<file path="src/hw/pdc_pkg.sv">
package pdc_pkg;

    // ==========================================================
    // Register offsets on the serial control interface.
    localparam logic [6:0] PDC_ADDR_CHAN   = 7'h08;
    localparam logic [6:0] PDC_ADDR_OUTBUF = 7'h09;
    localparam logic [6:0] PDC_ADDR_MASK   = 7'h0D;
    localparam logic [6:0] PDC_ADDR_SYNC   = 7'h0E;

    // ==========================================================
    // Field positions.
    localparam int PDC_CHAN_A_BIT    = 2;
    localparam int PDC_CHAN_B_BIT    = 1;
    localparam int PDC_GLOBAL_BIT    = 0;
    localparam int PDC_FRAME_BUF_BIT = 5;
    localparam int PDC_BIT_BUF_BIT   = 4;
    localparam int PDC_LANE_A1_BIT   = 3;
    localparam int PDC_LANE_A0_BIT   = 2;
    localparam int PDC_LANE_B1_BIT   = 1;
    localparam int PDC_LANE_B0_BIT   = 0;
    localparam int PDC_KEEP_CLK_BIT  = 3;
    localparam int PDC_KEEP_REF_BIT  = 2;
    localparam int PDC_BG_SEL_BIT    = 1;
    localparam int PDC_SYNC_PIN_BIT  = 7;

    // Bits that hold state in each register; the rest read as zero.
    localparam logic [7:0] PDC_CHAN_USED   = 8'h07;
    localparam logic [7:0] PDC_OUTBUF_USED = 8'h3F;
    localparam logic [7:0] PDC_MASK_USED   = 8'h0E;
    localparam logic [7:0] PDC_SYNC_USED   = 8'h80;

    // ==========================================================
    // Values after reset.
    localparam logic [7:0] PDC_CHAN_RST    = 8'h00;
    localparam logic [7:0] PDC_OUTBUF_RST  = 8'h00;
    localparam logic [7:0] PDC_MASK_RST    = 8'h00;
    localparam logic [7:0] PDC_SYNC_RST    = 8'h00;
    localparam logic [7:0] PDC_UNMAPPED_RD = 8'h00;

    // ==========================================================
    // Serial frame: read flag, 7 address bits, 8 data bits, MSB first.
    localparam logic [4:0] PDC_HDR_BITS   = 5'h08;
    localparam logic [4:0] PDC_FRAME_BITS = 5'h10;

    // ==========================================================
    // Types.
    typedef enum logic [1:0] {
        PDC_IDLE = 2'h0,
        PDC_HDR  = 2'h1,
        PDC_DATA = 2'h3
    } pdc_spi_state_t;

    typedef struct packed {
        logic       wr;
        logic [6:0] addr;
        logic [7:0] data;
    } pdc_wr_t;

    typedef struct packed {
        logic chan_a;
        logic chan_b;
        logic frame_clock_buf;
        logic bit_clock_buf;
        logic lane_a1;
        logic lane_a0;
        logic lane_b1;
        logic lane_b0;
        logic sample_clock_buf;
        logic reference_amp;
        logic bandgap;
    } pdc_pd_t;

endpackage : pdc_pkg

</file>
<file path="src/hw/pdc_top.sv">
// What this block does
// Channel register bit 2 powers down channel A.
// Channel register bit 1 powers down channel B.
// Channel register bit 0 requests masked global power-down.
// Output register bit 5 powers down frame clock.
// Output register bit 4 powers down bit clock.
// Output bit 3 alone powers down lane A1.
// Output bit 2 powers down lane A0.
// Output bit 1 alone powers down lane B1.
// Output bit 0 alone powers down lane B0.
// Mask fields at bits 3..1, others written zero.
// Mask bit 3 keeps sample clock buffer on.
// Mask bit 2 keeps reference amplifier on.
// Mask bit 1 puts bandgap to sleep.
// Sleep pin enters global power-down while sync register bit 7 is clear.
// Channel and output blocks: own bit OR global; the other blocks: masked global only.
`timescale 1ns/1ns

module pdc_top (
    input  wire logic             clk_i,
    input  wire logic             reset_i,
    input  wire logic             sen_n_i,
    input  wire logic             sclk_i,
    input  wire logic             sdi_i,
    input  wire logic             sync_or_sleep_pin_i,
    output logic                  sdo_o,
    output logic                  sdo_oe_o,
    output logic                  global_sleep_o,
    output pdc_pkg::pdc_pd_t      pd_o
);

    // ==========================================================
    // Pin synchronisers.
    logic sen_n_s;
    logic sclk_s;
    logic sdi_s;
    logic pin_s;

    pdc_sync3 #(
        .RST_VAL (1'b1)
    ) u_sync_sen (
        .clk_i   (clk_i),
        .reset_i (reset_i),
        .in_i    (sen_n_i),
        .out_o   (sen_n_s)
    );

    pdc_sync3 #(
        .RST_VAL (1'b0)
    ) u_sync_sclk (
        .clk_i   (clk_i),
        .reset_i (reset_i),
        .in_i    (sclk_i),
        .out_o   (sclk_s)
    );

    pdc_sync3 #(
        .RST_VAL (1'b0)
    ) u_sync_sdi (
        .clk_i   (clk_i),
        .reset_i (reset_i),
        .in_i    (sdi_i),
        .out_o   (sdi_s)
    );

    pdc_sync3 #(
        .RST_VAL (1'b0)
    ) u_sync_pin (
        .clk_i   (clk_i),
        .reset_i (reset_i),
        .in_i    (sync_or_sleep_pin_i),
        .out_o   (pin_s)
    );

    // ==========================================================
    // Serial control slave.
    logic [6:0]       raddr;
    logic [7:0]       rdata;
    pdc_pkg::pdc_wr_t wr;

    pdc_spi u_spi (
        .clk_i    (clk_i),
        .reset_i  (reset_i),
        .sen_n_i  (sen_n_s),
        .sclk_i   (sclk_s),
        .sdi_i    (sdi_s),
        .rdata_i  (rdata),
        .raddr_o  (raddr),
        .wr_o     (wr),
        .sdo_o    (sdo_o),
        .sdo_oe_o (sdo_oe_o)
    );

    // ==========================================================
    // Register file.
    logic [7:0] chan_r;
    logic [7:0] outbuf_r;
    logic [7:0] mask_r;
    logic [7:0] sync_r;

    always_ff @(posedge clk_i or posedge reset_i) begin
        if (reset_i) begin
            chan_r   <= pdc_pkg::PDC_CHAN_RST;
            outbuf_r <= pdc_pkg::PDC_OUTBUF_RST;
            mask_r   <= pdc_pkg::PDC_MASK_RST;
            sync_r   <= pdc_pkg::PDC_SYNC_RST;
        end else if (wr.wr) begin
            unique case (wr.addr)
                pdc_pkg::PDC_ADDR_CHAN: begin
                    chan_r <= wr.data & pdc_pkg::PDC_CHAN_USED;
                end
                pdc_pkg::PDC_ADDR_OUTBUF: begin
                    outbuf_r <= wr.data & pdc_pkg::PDC_OUTBUF_USED;
                end
                pdc_pkg::PDC_ADDR_MASK: begin
                    mask_r <= wr.data & pdc_pkg::PDC_MASK_USED;
                end
                pdc_pkg::PDC_ADDR_SYNC: begin
                    sync_r <= wr.data & pdc_pkg::PDC_SYNC_USED;
                end
                default: begin
                end
            endcase
        end
    end

    // Unmapped addresses read as zero.
    always_comb begin
        unique case (raddr)
            pdc_pkg::PDC_ADDR_CHAN:   rdata = chan_r;
            pdc_pkg::PDC_ADDR_OUTBUF: rdata = outbuf_r;
            pdc_pkg::PDC_ADDR_MASK:   rdata = mask_r;
            pdc_pkg::PDC_ADDR_SYNC:   rdata = sync_r;
            default:                  rdata = pdc_pkg::PDC_UNMAPPED_RD;
        endcase
    end

    // ==========================================================
    // Power-down decode.
    logic             glob_nxt;
    pdc_pkg::pdc_pd_t pd_nxt;

    always_comb begin
        glob_nxt = chan_r[pdc_pkg::PDC_GLOBAL_BIT]
                 | (pin_s & ~sync_r[pdc_pkg::PDC_SYNC_PIN_BIT]);
        pd_nxt.chan_a          = chan_r[pdc_pkg::PDC_CHAN_A_BIT] | glob_nxt;
        pd_nxt.chan_b          = chan_r[pdc_pkg::PDC_CHAN_B_BIT] | glob_nxt;
        pd_nxt.frame_clock_buf = outbuf_r[pdc_pkg::PDC_FRAME_BUF_BIT] | glob_nxt;
        pd_nxt.bit_clock_buf   = outbuf_r[pdc_pkg::PDC_BIT_BUF_BIT] | glob_nxt;
        pd_nxt.lane_a1         = outbuf_r[pdc_pkg::PDC_LANE_A1_BIT] | glob_nxt;
        pd_nxt.lane_a0         = outbuf_r[pdc_pkg::PDC_LANE_A0_BIT] | glob_nxt;
        pd_nxt.lane_b1         = outbuf_r[pdc_pkg::PDC_LANE_B1_BIT] | glob_nxt;
        pd_nxt.lane_b0         = outbuf_r[pdc_pkg::PDC_LANE_B0_BIT] | glob_nxt;
        pd_nxt.sample_clock_buf = glob_nxt & ~mask_r[pdc_pkg::PDC_KEEP_CLK_BIT];
        pd_nxt.reference_amp    = glob_nxt & ~mask_r[pdc_pkg::PDC_KEEP_REF_BIT];
        pd_nxt.bandgap          = glob_nxt & mask_r[pdc_pkg::PDC_BG_SEL_BIT];
    end

    always_ff @(posedge clk_i or posedge reset_i) begin
        if (reset_i) begin
            global_sleep_o <= 1'b0;
            pd_o           <= '0;
        end else begin
            global_sleep_o <= glob_nxt;
            pd_o           <= pd_nxt;
        end
    end

endmodule : pdc_top

</file>
<file path="src/hw/pdc_sync3.sv">
`timescale 1ns/1ns

// ==========================================================
// Three-stage pin synchroniser; a change counts once stages two and three agree.
module pdc_sync3 #(
    parameter logic RST_VAL = 1'b0
) (
    input  wire logic clk_i,
    input  wire logic reset_i,
    input  wire logic in_i,
    output logic      out_o
);

    logic meta_r;
    logic s2_r;
    logic s3_r;

    always_ff @(posedge clk_i or posedge reset_i) begin
        if (reset_i) begin
            meta_r <= RST_VAL;
            s2_r   <= RST_VAL;
            s3_r   <= RST_VAL;
        end else begin
            meta_r <= in_i;
            s2_r   <= meta_r;
            s3_r   <= s2_r;
        end
    end

    always_ff @(posedge clk_i or posedge reset_i) begin
        if (reset_i) begin
            out_o <= RST_VAL;
        end else if (s2_r == s3_r) begin
            out_o <= s3_r;
        end
    end

endmodule : pdc_sync3

</file>
<file path="src/hw/pdc_spi.sv">
`timescale 1ns/1ns

// ==========================================================
// Serial control slave working on synchronised pin levels.
module pdc_spi (
    input  wire logic             clk_i,
    input  wire logic             reset_i,
    input  wire logic             sen_n_i,
    input  wire logic             sclk_i,
    input  wire logic             sdi_i,
    input  wire logic [7:0]       rdata_i,
    output logic [6:0]            raddr_o,
    output pdc_pkg::pdc_wr_t      wr_o,
    output logic                  sdo_o,
    output logic                  sdo_oe_o
);

    pdc_pkg::pdc_spi_state_t state_r;
    logic                    sclk_d_r;
    logic [4:0]              cnt_r;
    logic [14:0]             shift_r;
    logic [7:0]              tx_r;
    logic                    rd_r;
    logic                    rise;
    logic                    fall;

    assign rise    = sclk_i & ~sclk_d_r;
    assign fall    = ~sclk_i & sclk_d_r;
    assign raddr_o = shift_r[6:0];

    always_ff @(posedge clk_i or posedge reset_i) begin
        if (reset_i) begin
            sclk_d_r <= 1'b0;
        end else begin
            sclk_d_r <= sclk_i;
        end
    end

    // Frame sequencing; a frame cut short by chip select is dropped.
    always_ff @(posedge clk_i or posedge reset_i) begin
        if (reset_i) begin
            state_r <= pdc_pkg::PDC_IDLE;
            cnt_r   <= 5'h00;
            shift_r <= 15'h0000;
            rd_r    <= 1'b0;
            tx_r    <= 8'h00;
            wr_o    <= '0;
        end else begin
            wr_o.wr <= 1'b0;
            if (sen_n_i) begin
                state_r <= pdc_pkg::PDC_IDLE;
                cnt_r   <= 5'h00;
            end else begin
                unique case (state_r)
                    pdc_pkg::PDC_IDLE: begin
                        state_r <= pdc_pkg::PDC_HDR;
                        cnt_r   <= 5'h00;
                    end
                    pdc_pkg::PDC_HDR: begin
                        if (rise) begin
                            shift_r <= {shift_r[13:0], sdi_i};
                            cnt_r   <= cnt_r + 5'h01;
                            if (cnt_r + 5'h01 == pdc_pkg::PDC_HDR_BITS) begin
                                state_r <= pdc_pkg::PDC_DATA;
                                rd_r    <= shift_r[6];
                            end
                        end
                    end
                    pdc_pkg::PDC_DATA: begin
                        if (cnt_r == pdc_pkg::PDC_HDR_BITS && !rise && !fall) begin
                            tx_r <= rdata_i;
                        end
                        if (fall && cnt_r != pdc_pkg::PDC_HDR_BITS) begin
                            tx_r <= {tx_r[6:0], 1'b0};
                        end
                        if (rise) begin
                            shift_r <= {shift_r[13:0], sdi_i};
                            cnt_r   <= cnt_r + 5'h01;
                            if (cnt_r + 5'h01 == pdc_pkg::PDC_FRAME_BITS) begin
                                state_r      <= pdc_pkg::PDC_IDLE;
                                wr_o.wr      <= ~rd_r;
                                wr_o.addr    <= shift_r[13:7];
                                wr_o.data    <= {shift_r[6:0], sdi_i};
                            end
                        end
                    end
                    default: begin
                        state_r <= pdc_pkg::PDC_IDLE;
                    end
                endcase
            end
        end
    end

    always_ff @(posedge clk_i or posedge reset_i) begin
        if (reset_i) begin
            sdo_o    <= 1'b0;
            sdo_oe_o <= 1'b0;
        end else begin
            sdo_o    <= tx_r[7];
            sdo_oe_o <= ~sen_n_i & rd_r & (state_r == pdc_pkg::PDC_DATA);
        end
    end

endmodule : pdc_spi

</file>
<file path="config.mk">
export PLATFORM = sky130hd
export DESIGN_NAME = pdc_top
export DESIGN_NICKNAME = d
export VERILOG_FILES = /design/src/hw/pdc_pkg.sv /design/src/hw/pdc_top.sv /design/src/hw/pdc_sync3.sv /design/src/hw/pdc_spi.sv
export SDC_FILE = /design/constraint.sdc
export NUM_CORES = 1
export LEC_CHECK = 0
export ABC_AREA = 1
export BUFFER_PORTS_ARGS = -buffer_cell sky130_fd_sc_hd__buf_2
export CAP_MARGIN = 0
export CORE_ASPECT_RATIO = 0.5
export CORE_MARGIN = 2
export CORE_UTILIZATION = 40
export DETAILED_ROUTE_END_ITERATION = 7
export SLEW_MARGIN = 20
export SYNTH_ARGS = -nofsm -noshare
export SYNTH_HDL_FRONTEND = slang
export SYNTH_SLANG_ARGS = --single-unit
export TNS_END_PERCENT = 10
</file>
<file path="constraint.sdc">
create_clock -name clk_i -period 3.1 [get_ports clk_i]
set_clock_uncertainty 0.15 [all_clocks]
set_input_delay 0.93 -clock clk_i [delete_from_list [all_inputs] [get_ports clk_i]]
set_output_delay 0.93 -clock clk_i [all_outputs]
set_load 0.01 [all_outputs]
</file>
# After elaboration in Yosys (flattened, before gate mapping)
# Cells that the tools add are included.
# word_totals
register_bits	90
latchBits	0
ram_bits	0
romBits	0
input_bits	6
out_inout_bits	14
word_cells	126
n_memories	0
# classes
addsub	1
mul	0
div_mod_pow	0
n_lt_le_gt_ge	0
n_eq_ne	23
shifts	0
mux	16
bitwise	24
n_reduce_logical	19
# ops
op	n
2-to-1 mux 16 bit	4
equality test 7 x 4 -> 1 bit, second input constant	8
one-hot mux 8 bit (4 select lines)	1
2-to-1 mux 8 bit	2
inequality test 3 x 2 -> 1 bit, second input constant	4
AND reduction 4 bit	3
equality test 5 x 4 -> 1 bit, second input constant	2
2-to-1 mux 2 bit	5
2-to-1 mux 5 bit	2
one-hot mux 5 bit (2 select lines)	1
AND reduction 2 bit	5
OR 1 bit	9
bitwise AND 1 bit	8
NOT 1 bit	7
one-hot mux 2 bit (3 select lines)	1
AND reduction 3 bit	2
adder 5 x 1 -> 5 bit, second input constant	1
equality test 5 bit, second input constant	1
inequality test 5 x 4 -> 1 bit, second input constant	1
equality test 1 bit	4
logical AND 1 bit	3
inequality test 3 x 1 -> 1 bit, second input constant	1
nonzero test 3 bit	1
equality test 2 x 1 -> 1 bit, second input constant	1
5 further kinds	6

# Depth between registers and ports, before layout
# Gate-level depths: netlist (run 1).
# logic_depth
word_depth	7
ltp_mapped	11
mapped_depth_nobuf	11

# By module
# Synthesis (run 1) repeated with hierarchy kept, for this count alone.
# unflattened
hier_cells	430
hier_area_um2	3872.5
# modules_own_cells
mod	instances	cells_per_inst	area_per_inst_um2
pdc_spi	1	258	2262.2
pdc_top	1	136	1124.8
pdc_sync3 (u_sync_pin ...)	3	9	120.1
pdc_sync3 (u_sync_sen)	1	9	125.1

# Worst setup path before layout (run 1)
# OpenSTA, ideal clock, no wires.
# synth_timing
path_kind	register to register
start	reg u_spi.cnt_r[0]
end	reg u_spi.wr_o[10] (netlist name)
setup_ns	0.117
arrival_ns	1.458
required_ns	2.833
setup_slack_ns	1.375
path_stages_with_launch	9
path_buffers	1
period_less_slack_ns	1.725
cell_sequence	dfrtp_1 > ha_1 > xnor2_1 > nand3_1 > nor2_4 > nand3_4 > buf_6 > nand2_1 > nand2_1
# synth_via
elab_chain_cells	3
# synth_rtl
item	line_no	text
start: declaration	pdc_spi.sv:20	logic [4:0] cnt_r;
start signal: assignment	pdc_spi.sv:62	cnt_r <= cnt_r + 5'h01;
start signal: assignment	pdc_spi.sv:78	cnt_r <= cnt_r + 5'h01;
adder 5 x 1 -> 5 bit	pdc_spi.sv:79	if (cnt_r + 5'h01 == pdc_pkg::PDC_FRAME_BITS) begin
equality test 5 bit	pdc_spi.sv:79	
AND reduction 4 bit (no source line)	n/a	
# No other way between the ends.
# A chain may end at the register's enable or synchronous reset.

# Worst setup path in the final report (run 1)
# layout_timing
start	reg u_spi.cnt_r[0]
end	reg u_spi.wr_o[14] (netlist name)
# layout_via
elab_chain_cells	3
# layout_rtl
item	line_no
adder 5 x 1 -> 5 bit	pdc_spi.sv:79
equality test 5 bit	pdc_spi.sv:79
AND reduction 4 bit (no source line)	n/a
# No other way between the ends.

==> results_dict.tcl, run 1 <==
set metrics [dict create \
    hold_ws_ns 0.197 \
    leakagePower_nw 2.07 \
    finalPower_w 0.00287 \
    regArea_um2 2230 \
    ys_seq_area_share_pct 61.8 \
    die_h_um 71.2 \
    postRouteAntennaNets 0 \
    grt_max_degree 38 \
    pin_count 20 \
    firstDrtPassIters 4 \
    setup_viol 0 \
    port_buffers 19 \
    worstSetupPathType "reg2reg" \
    synth_top_family_by_area "simple AND/OR/NAND/NOR gates" \
    synth_xor_area_share_pct 1.18 \
    synthCells 371 \
    cp_data_arrival_time_ns 2.11 \
    numCtsBuffers 9 \
    dp_hpwl_mm 4.79 \
    p_per_area_nw_per_um2 685 \
    cp.required_ns 3.18 \
    drv_slew 0 \
    max_freq_ghz 0.492 \
    clock_path_buffers 2 \
    grt_pass1_wl_mm 12.0 \
    dieArea_um2 9850 \
    nets 405 \
    fillers 816 \
    rows 24 \
    core_um2 8740 \
    irDropWorstVdd_mv 0.308 \
    clock-sinks 89 \
    yosys-top-cells-area "dfrtp_1 59%, nand2_1 10%, inv_1 4.0%" \
    cts_max_level 3 \
    yosys.area.top_type_share_pct 58.9 \
    chipWidth_um 138 \
    yosys_warnings 0 \
    antenna_found_initial 0 \
    holdBufCountCts 0 \
    mostFrequentLayoutCells "98 x nand2_1, 85 x dfrtp_1, 37 x inv_1" \
    ys_types 31 \
    outcome "completed" \
    ys_seq_elements 89 \
    area_growth_pct 16.2 \
    initial_core_util_pct 41.3 \
    diodes 0 \
    hold_violations 0 \
    synth_compound_area_share_pct 5.37 \
    dr.first_iter.drc_count 170 \
    synth-simple-area-share_pct 24.0 \
    grt_overflow 0 \
    wirelength_mm 6.77 \
    vias 2466 \
    muxShareOfSynthArea_pct 0 \
    drv_cap 0 \
    drive_gt1_share_pct 15.5 \
    min_period_ns 2.03 \
    dp_cells 502 \
    final_common_cell "nand2_1" \
    multi_input_area_um2 1180 \
    syn-num-nets 380 \
    syn_area_per_cell_um2 9.73 \
    clk_pin_slew_ns 0.06 \
    fin_util_pct 48.0 \
    cp_max_fo 16 \
    min_path_type "reg2reg" \
    drt-vias-per-instance 4.76 \
    tightest_slew_ns 0.854 \
    max_slew_margin_pct 43.0 \
    track_usage_pct 15.7 \
    rsz0062_at_grt "no" \
    start_kind "flop" \
    finalSetupTns_ns 0 \
    drc 0 \
    cts_setup_buffers 0 \
    endpoint_kind "flop" \
    clk_latency_ns 0.34 \
    cts_tree "done" \
    synth_area_um2 3610 \
    root_buffer "clkbuf_16" \
    grt_pass1_vias 2395 \
    gp_congestion 0.777 \
    synth_area_leader_cell "dfrtp_1" \
    cts_resized 0 \
    timing.final.crit_share_pct 65.6 \
    stdcell_count 518 \
    synth-adder-area-share_pct 2.15 \
    drt-wirelength-per-cell_um 13.1 \
]
[area by class of cell]
cell class,count,area share (%)
multi-input cells,234,28.1
flip-flops and latches,89,53.2
repair buffers,23,3.28
clock inverters,3,1.64
inverters,39,3.58
clock buffers,13,6.68
well taps,117,3.49
[path summary, 6_finish.rpt]
check                                  start          endpoint  slack (ns)  cells past startpoint
min reg2reg                u_sync_sdi.meta_r   u_sync_sdi.s2_r        0.20                      0
max                           u_spi.cnt_r[0]    u_spi.wr_o[14]        1.07                      7
max in group asynchronous            reset_i  u_sync_sen.out_o        1.74                      3
min in group asynchronous            reset_i   u_sync_pin.s3_r        0.42                      2
max reg2reg                   u_spi.cnt_r[0]    u_spi.wr_o[14]        1.07                      7
min                        u_sync_sdi.meta_r   u_sync_sdi.s2_r        0.20                      0
[Yosys cell counts (all sizes together)]
cell type and n:
nand2 98, dfrtp 85, inv 39, nor2 30, nand3 28, o21ai 26, nand4 16, a21oi 9
or2 8, buf 6, dfstp 4, maj3 4, clkbuf 3, ha 3, o22ai 3, xor2 3
and3 2, and2 1, nor3 1, nor4 1, xnor2 1
[critical path: stages (launching register included)]
cell     delay (ns)
dfrtp_1        0.42
ha_1           0.24
xnor2_1        0.18
nand3_1        0.17
nor2_4         0.34
nand3_4        0.24
nand2_1        0.11
nand2_1        0.06
[metal layers]
layer	track usage, %	vias to the layer above	routed length [um]
met5	0	-	0
met1	22.1	1162	3490
met4	6.69	0	122
met2	22.6	44	2850
li1	-	1245	-
met3	5.15	15	312
[flip-flops by register name, summed over array words and instances (netlist names), 2 cells and up]
register       cells
u_spi.wr_o        15
mask_r             3
u_spi.cnt_r        5
chan_r             3
u_spi.state_r      2
u_spi.tx_r         8
u_spi.shift_r     14
outbuf_r           6
pd_o              11
[metrics by stage]
step,setup slack (ns),instance area [um2]
after global routing,0.838,4200
after detailed placement,1.06,3850
final,1.07,4200
after CTS,1.05,4200
after floorplan,0.988,3610
after global placement,1.14,3850
[power by group]
part	switching [W]	internal, W	leakage [nW]
Sequential	0.0000988	0.00128	1.15
Combinational	0.000178	0.0000853	0.750
Clock	0.000431	0.000797	0.172
Total	0.000708	0.00216	2.07
[logic make-up after synthesis]
kind of cell / count (synthesis)
and+or+nand+nor: 185
DFF: 89
buffers and inverters: 48
AOI/OAI and AO/OA: 38
adders and majority gates: 7
xor gates and xnor gates: 4
Power figures use the tool's default switching activity.
==> run 2, diff against run 1 <==
- ABC_AREA: 1 -> 0
- clock period: 3.1 -> 1.7 ns (I/O delays scaled with it)
==> run 2 against run 1 <==
Net effect: hold slack got worse by 0.15 ns; largest cell class unchanged; fmax down 6.6%; synthesized cell count shrank 28%; the run now ends with negative setup slack left; first-iteration DRC count shrank 37%.
==> results_dict.tcl, run 2 <==
set metrics [dict create \
    initial_core_util_pct 41.0 \
    clock_path_buffers 2 \
    rsz0062_at_grt "yes" \
    synth-simple-area-share_pct 12.6 \
    fin_util_pct 54.5 \
    ys_types 41 \
    biggestRegsByFlops "u_spi.wr_o x15, u_spi.shift_r x14, pd_o x11" \
    vias 2307 \
    worst_path_max_delay_cell "dfrtp_1" \
    port_buffers 19 \
    dieArea_um2 9720 \
    postRouteAntennaNets 0 \
    crit_chain "ha_4 > buf_6 > nand3_4 > xor2_4 > nor4_4 > buf_4 > clkbuf_16 > mux2_4" \
    max_freq_ghz 0.459 \
    timing.final.crit_share_pct 128 \
    cp.required_ns 1.77 \
    largest-register "u_spi.wr_o" \
    synth-edff-count 0 \
    min_path_type "in2async" \
    wirelength_mm 7.12 \
    hold_violations 0 \
    irDropWorstVdd_mv 0.596 \
    drive_gt1_share_pct 43.3 \
    min_period_ns 2.18 \
    core_um2 8680 \
    endpoint_kind "flop" \
    diodes 0 \
    grt_pass1_wl_mm 11.4 \
    cp_data_arrival_time_ns 2.25 \
    drc 0 \
    async_reset_ff_share_pct 100 \
    ys_seq_area_share_pct 62.7 \
    area_growth_pct 32.8 \
    synthCells 268 \
    holdBufCountCts 0 \
    clkPwrFrac_pct 41.8 \
    synthTopCellsByCount "85 x dfrtp_1, 35 x mux2_2, 34 x nand2_1" \
    grt_overflow 0 \
    crit_buf_inv 3 \
    grt_pass1_vias 2366 \
    finalPower_w 0.00490 \
    intPower_w 0.00372 \
    stdcell_count 461 \
    die_h_um 70.7 \
    drt-wirelength-per-cell_um 15.5 \
    cts_max_level 3 \
    start_kind "flop" \
    synth_area_um2 3560 \
    grt_max_degree 22 \
    drv_cap 0 \
    cts_tree "done" \
    critPathTopFamily "buffers and inverters" \
    ff2ff_setup_slack_ns -0.48 \
    synth-adder-area-share_pct 2.18 \
    synth_top_family_by_area "multiplexers" \
    chipWidth_um 137 \
    p_per_area_nw_per_um2 1040 \
    combPwrFrac_pct 10.8 \
    synth_ff_type "dfrtp_1" \
    dp_hpwl_mm 4.76 \
    firstDrtPassIters 4 \
    crit_path_max_incr_delay_ns 0.44 \
    dp_cells 439 \
    muxShareOfSynthArea_pct 14.2 \
    syn-num-nets 277 \
    mostFrequentLayoutCells "85 x dfrtp_1, 40 x buf_4, 34 x nand2_1" \
    p_sw_w 0.00118 \
    synth_area_leader_cell "dfrtp_1" \
    tightest_slew_ns 0.495 \
    nets 348 \
    worstSetupPathType "reg2reg" \
    ys_seq_elements 89 \
    numCtsBuffers 9 \
    pin_count 20 \
    antenna_found_initial 0 \
    setup_ws_ns -0.479 \
    root_buffer "clkbuf_16" \
    track_usage_pct 15.4 \
    hold_ws_ns 0.0474 \
    drt-vias-per-instance 5.00 \
    drv_slew 0 \
    clk_pin_slew_ns 0.06 \
    syn_area_per_cell_um2 13.3 \
    clock-sinks 89 \
    swShare_pct 24.1 \
    clk_latency_ns 0.34 \
    yosys-top-cells-area "dfrtp_1 60%, mux2_2 11%, nand2_1 3.6%" \
    setup_viol 39 \
    largest_reg_flops 15 \
    leakagePower_nw 2.25 \
    yosys_warnings 0 \
    max_slew_margin_pct 66.9 \
    final_common_cell "dfrtp_1" \
    yosys.area.top_type_share_pct 59.7 \
    power_frac_seq_pct 47.4 \
    cp_max_fo 7 \
    synth_xor_area_share_pct 0.984 \
    synth_most_common_cell "dfrtp_1" \
    violations "negative setup slack" \
    dr.first_iter.drc_count 107 \
    gp_congestion 0.884 \
    synth_compound_area_share_pct 5.34 \
    rows 24 \
    outcome "complete, but fails checks" \
]
## run 2: cell count changes after synthesis, moves of 9 or more
| cell | change |
|---|---|
| nand2_1 | -64 |
| mux2_2 | +35 |
| inv_1 | -31 |
| nor2_1 | -21 |
| nand3_1 | -18 |
| nand4_1 | -14 |
| o21ai_0 | -14 |
| nand2b_1 | +9 |
## run 2: logic make-up after synthesis
family	Yosys count
AND/OR/NAND/NOR	82
XOR/XNOR	4
adder cells (fa/ha/maj)	7
buffers and inverters	15
flip-flops	89
multiplexers	43
AO/OA/AOI/OAI	28
## run 2: routing by layer
metal	global-route usage, %	wire length (um)	vias to the layer above
met3	4.30	236	14
li1	-	-	1075
met1	20.1	3380	1178
met2	25.3	3400	40
met5	0	0	-
met4	4.81	107	0
## run 2: layout make-up
| cell class | instances | area (um2) |
|---|---|---|
| fillers | 722 | 3950 |
| well taps | 117 | 146 |
| clock inverters | 5 | 61.3 |
| flip-flops and latches | 89 | 2230 |
| repair buffers | 68 | 546 |
| inverters | 7 | 30.0 |
| clock buffers | 11 | 253 |
| multi-input cells | 164 | 1460 |
## run 2: worst paths after layout
kind | startpoint | endpoint | cells past startpoint
max | u_spi.cnt_r[1] | u_spi.wr_o[0] | 8
min | reset_i | mask_r[2] | 2
max reg2reg | u_spi.cnt_r[1] | u_spi.wr_o[0] | 8
min reg2reg | u_sync_pin.meta_r | u_sync_pin.s2_r | 0
max in group asynchronous | reset_i | pd_o[1] | 3
min in group clk_i | sen_n_i | u_sync_sen.meta_r | 1
## run 2: through the flow
step / area [um2] / TNS [ns] / setup slack, ns
finish: 4730 / -12.75 / -0.479
global placement: 4140 / -10.29 / -0.331
global route: 4730 / -15.59 / -0.576
detailed placement: 4140 / -11.40 / -0.374
CTS: 4530 / -9.88 / -0.356
floorplan: 3560 / -9.69 / -0.447
## run 2: power groups by stage
| stage | Combinational [W] | Clock, W | Sequential, W |
|---|---|---|---|
| after CTS | 0.000520 | 0.00210 | 0.00233 |
| after global placement | 0.000501 | 0 | 0.00236 |
| after global routing | 0.000592 | 0.00218 | 0.00234 |
| after detailed placement | 0.000513 | 0 | 0.00236 |
| final | 0.000528 | 0.00205 | 0.00233 |
| after floorplan | 0.000269 | 0 | 0.00234 |
## run 2: worst reg2reg max path, stage by stage, from the launching register on
cell and delay [ns]:
dfrtp_1 0.44, ha_4 0.18, buf_6 0.11, nand3_4 0.10, xor2_4 0.22, nor4_4 0.23
buf_4 0.19, clkbuf_16 0.16, mux2_4 0.30
## run 2: timing repair
action	in CTS	in global routing
pin swaps	3	4
cloned	0	1
setup buffers	0	5
hold endpoints to repair	0	0
resized for setup	18	29
endpoints found under the setup margin	39	39
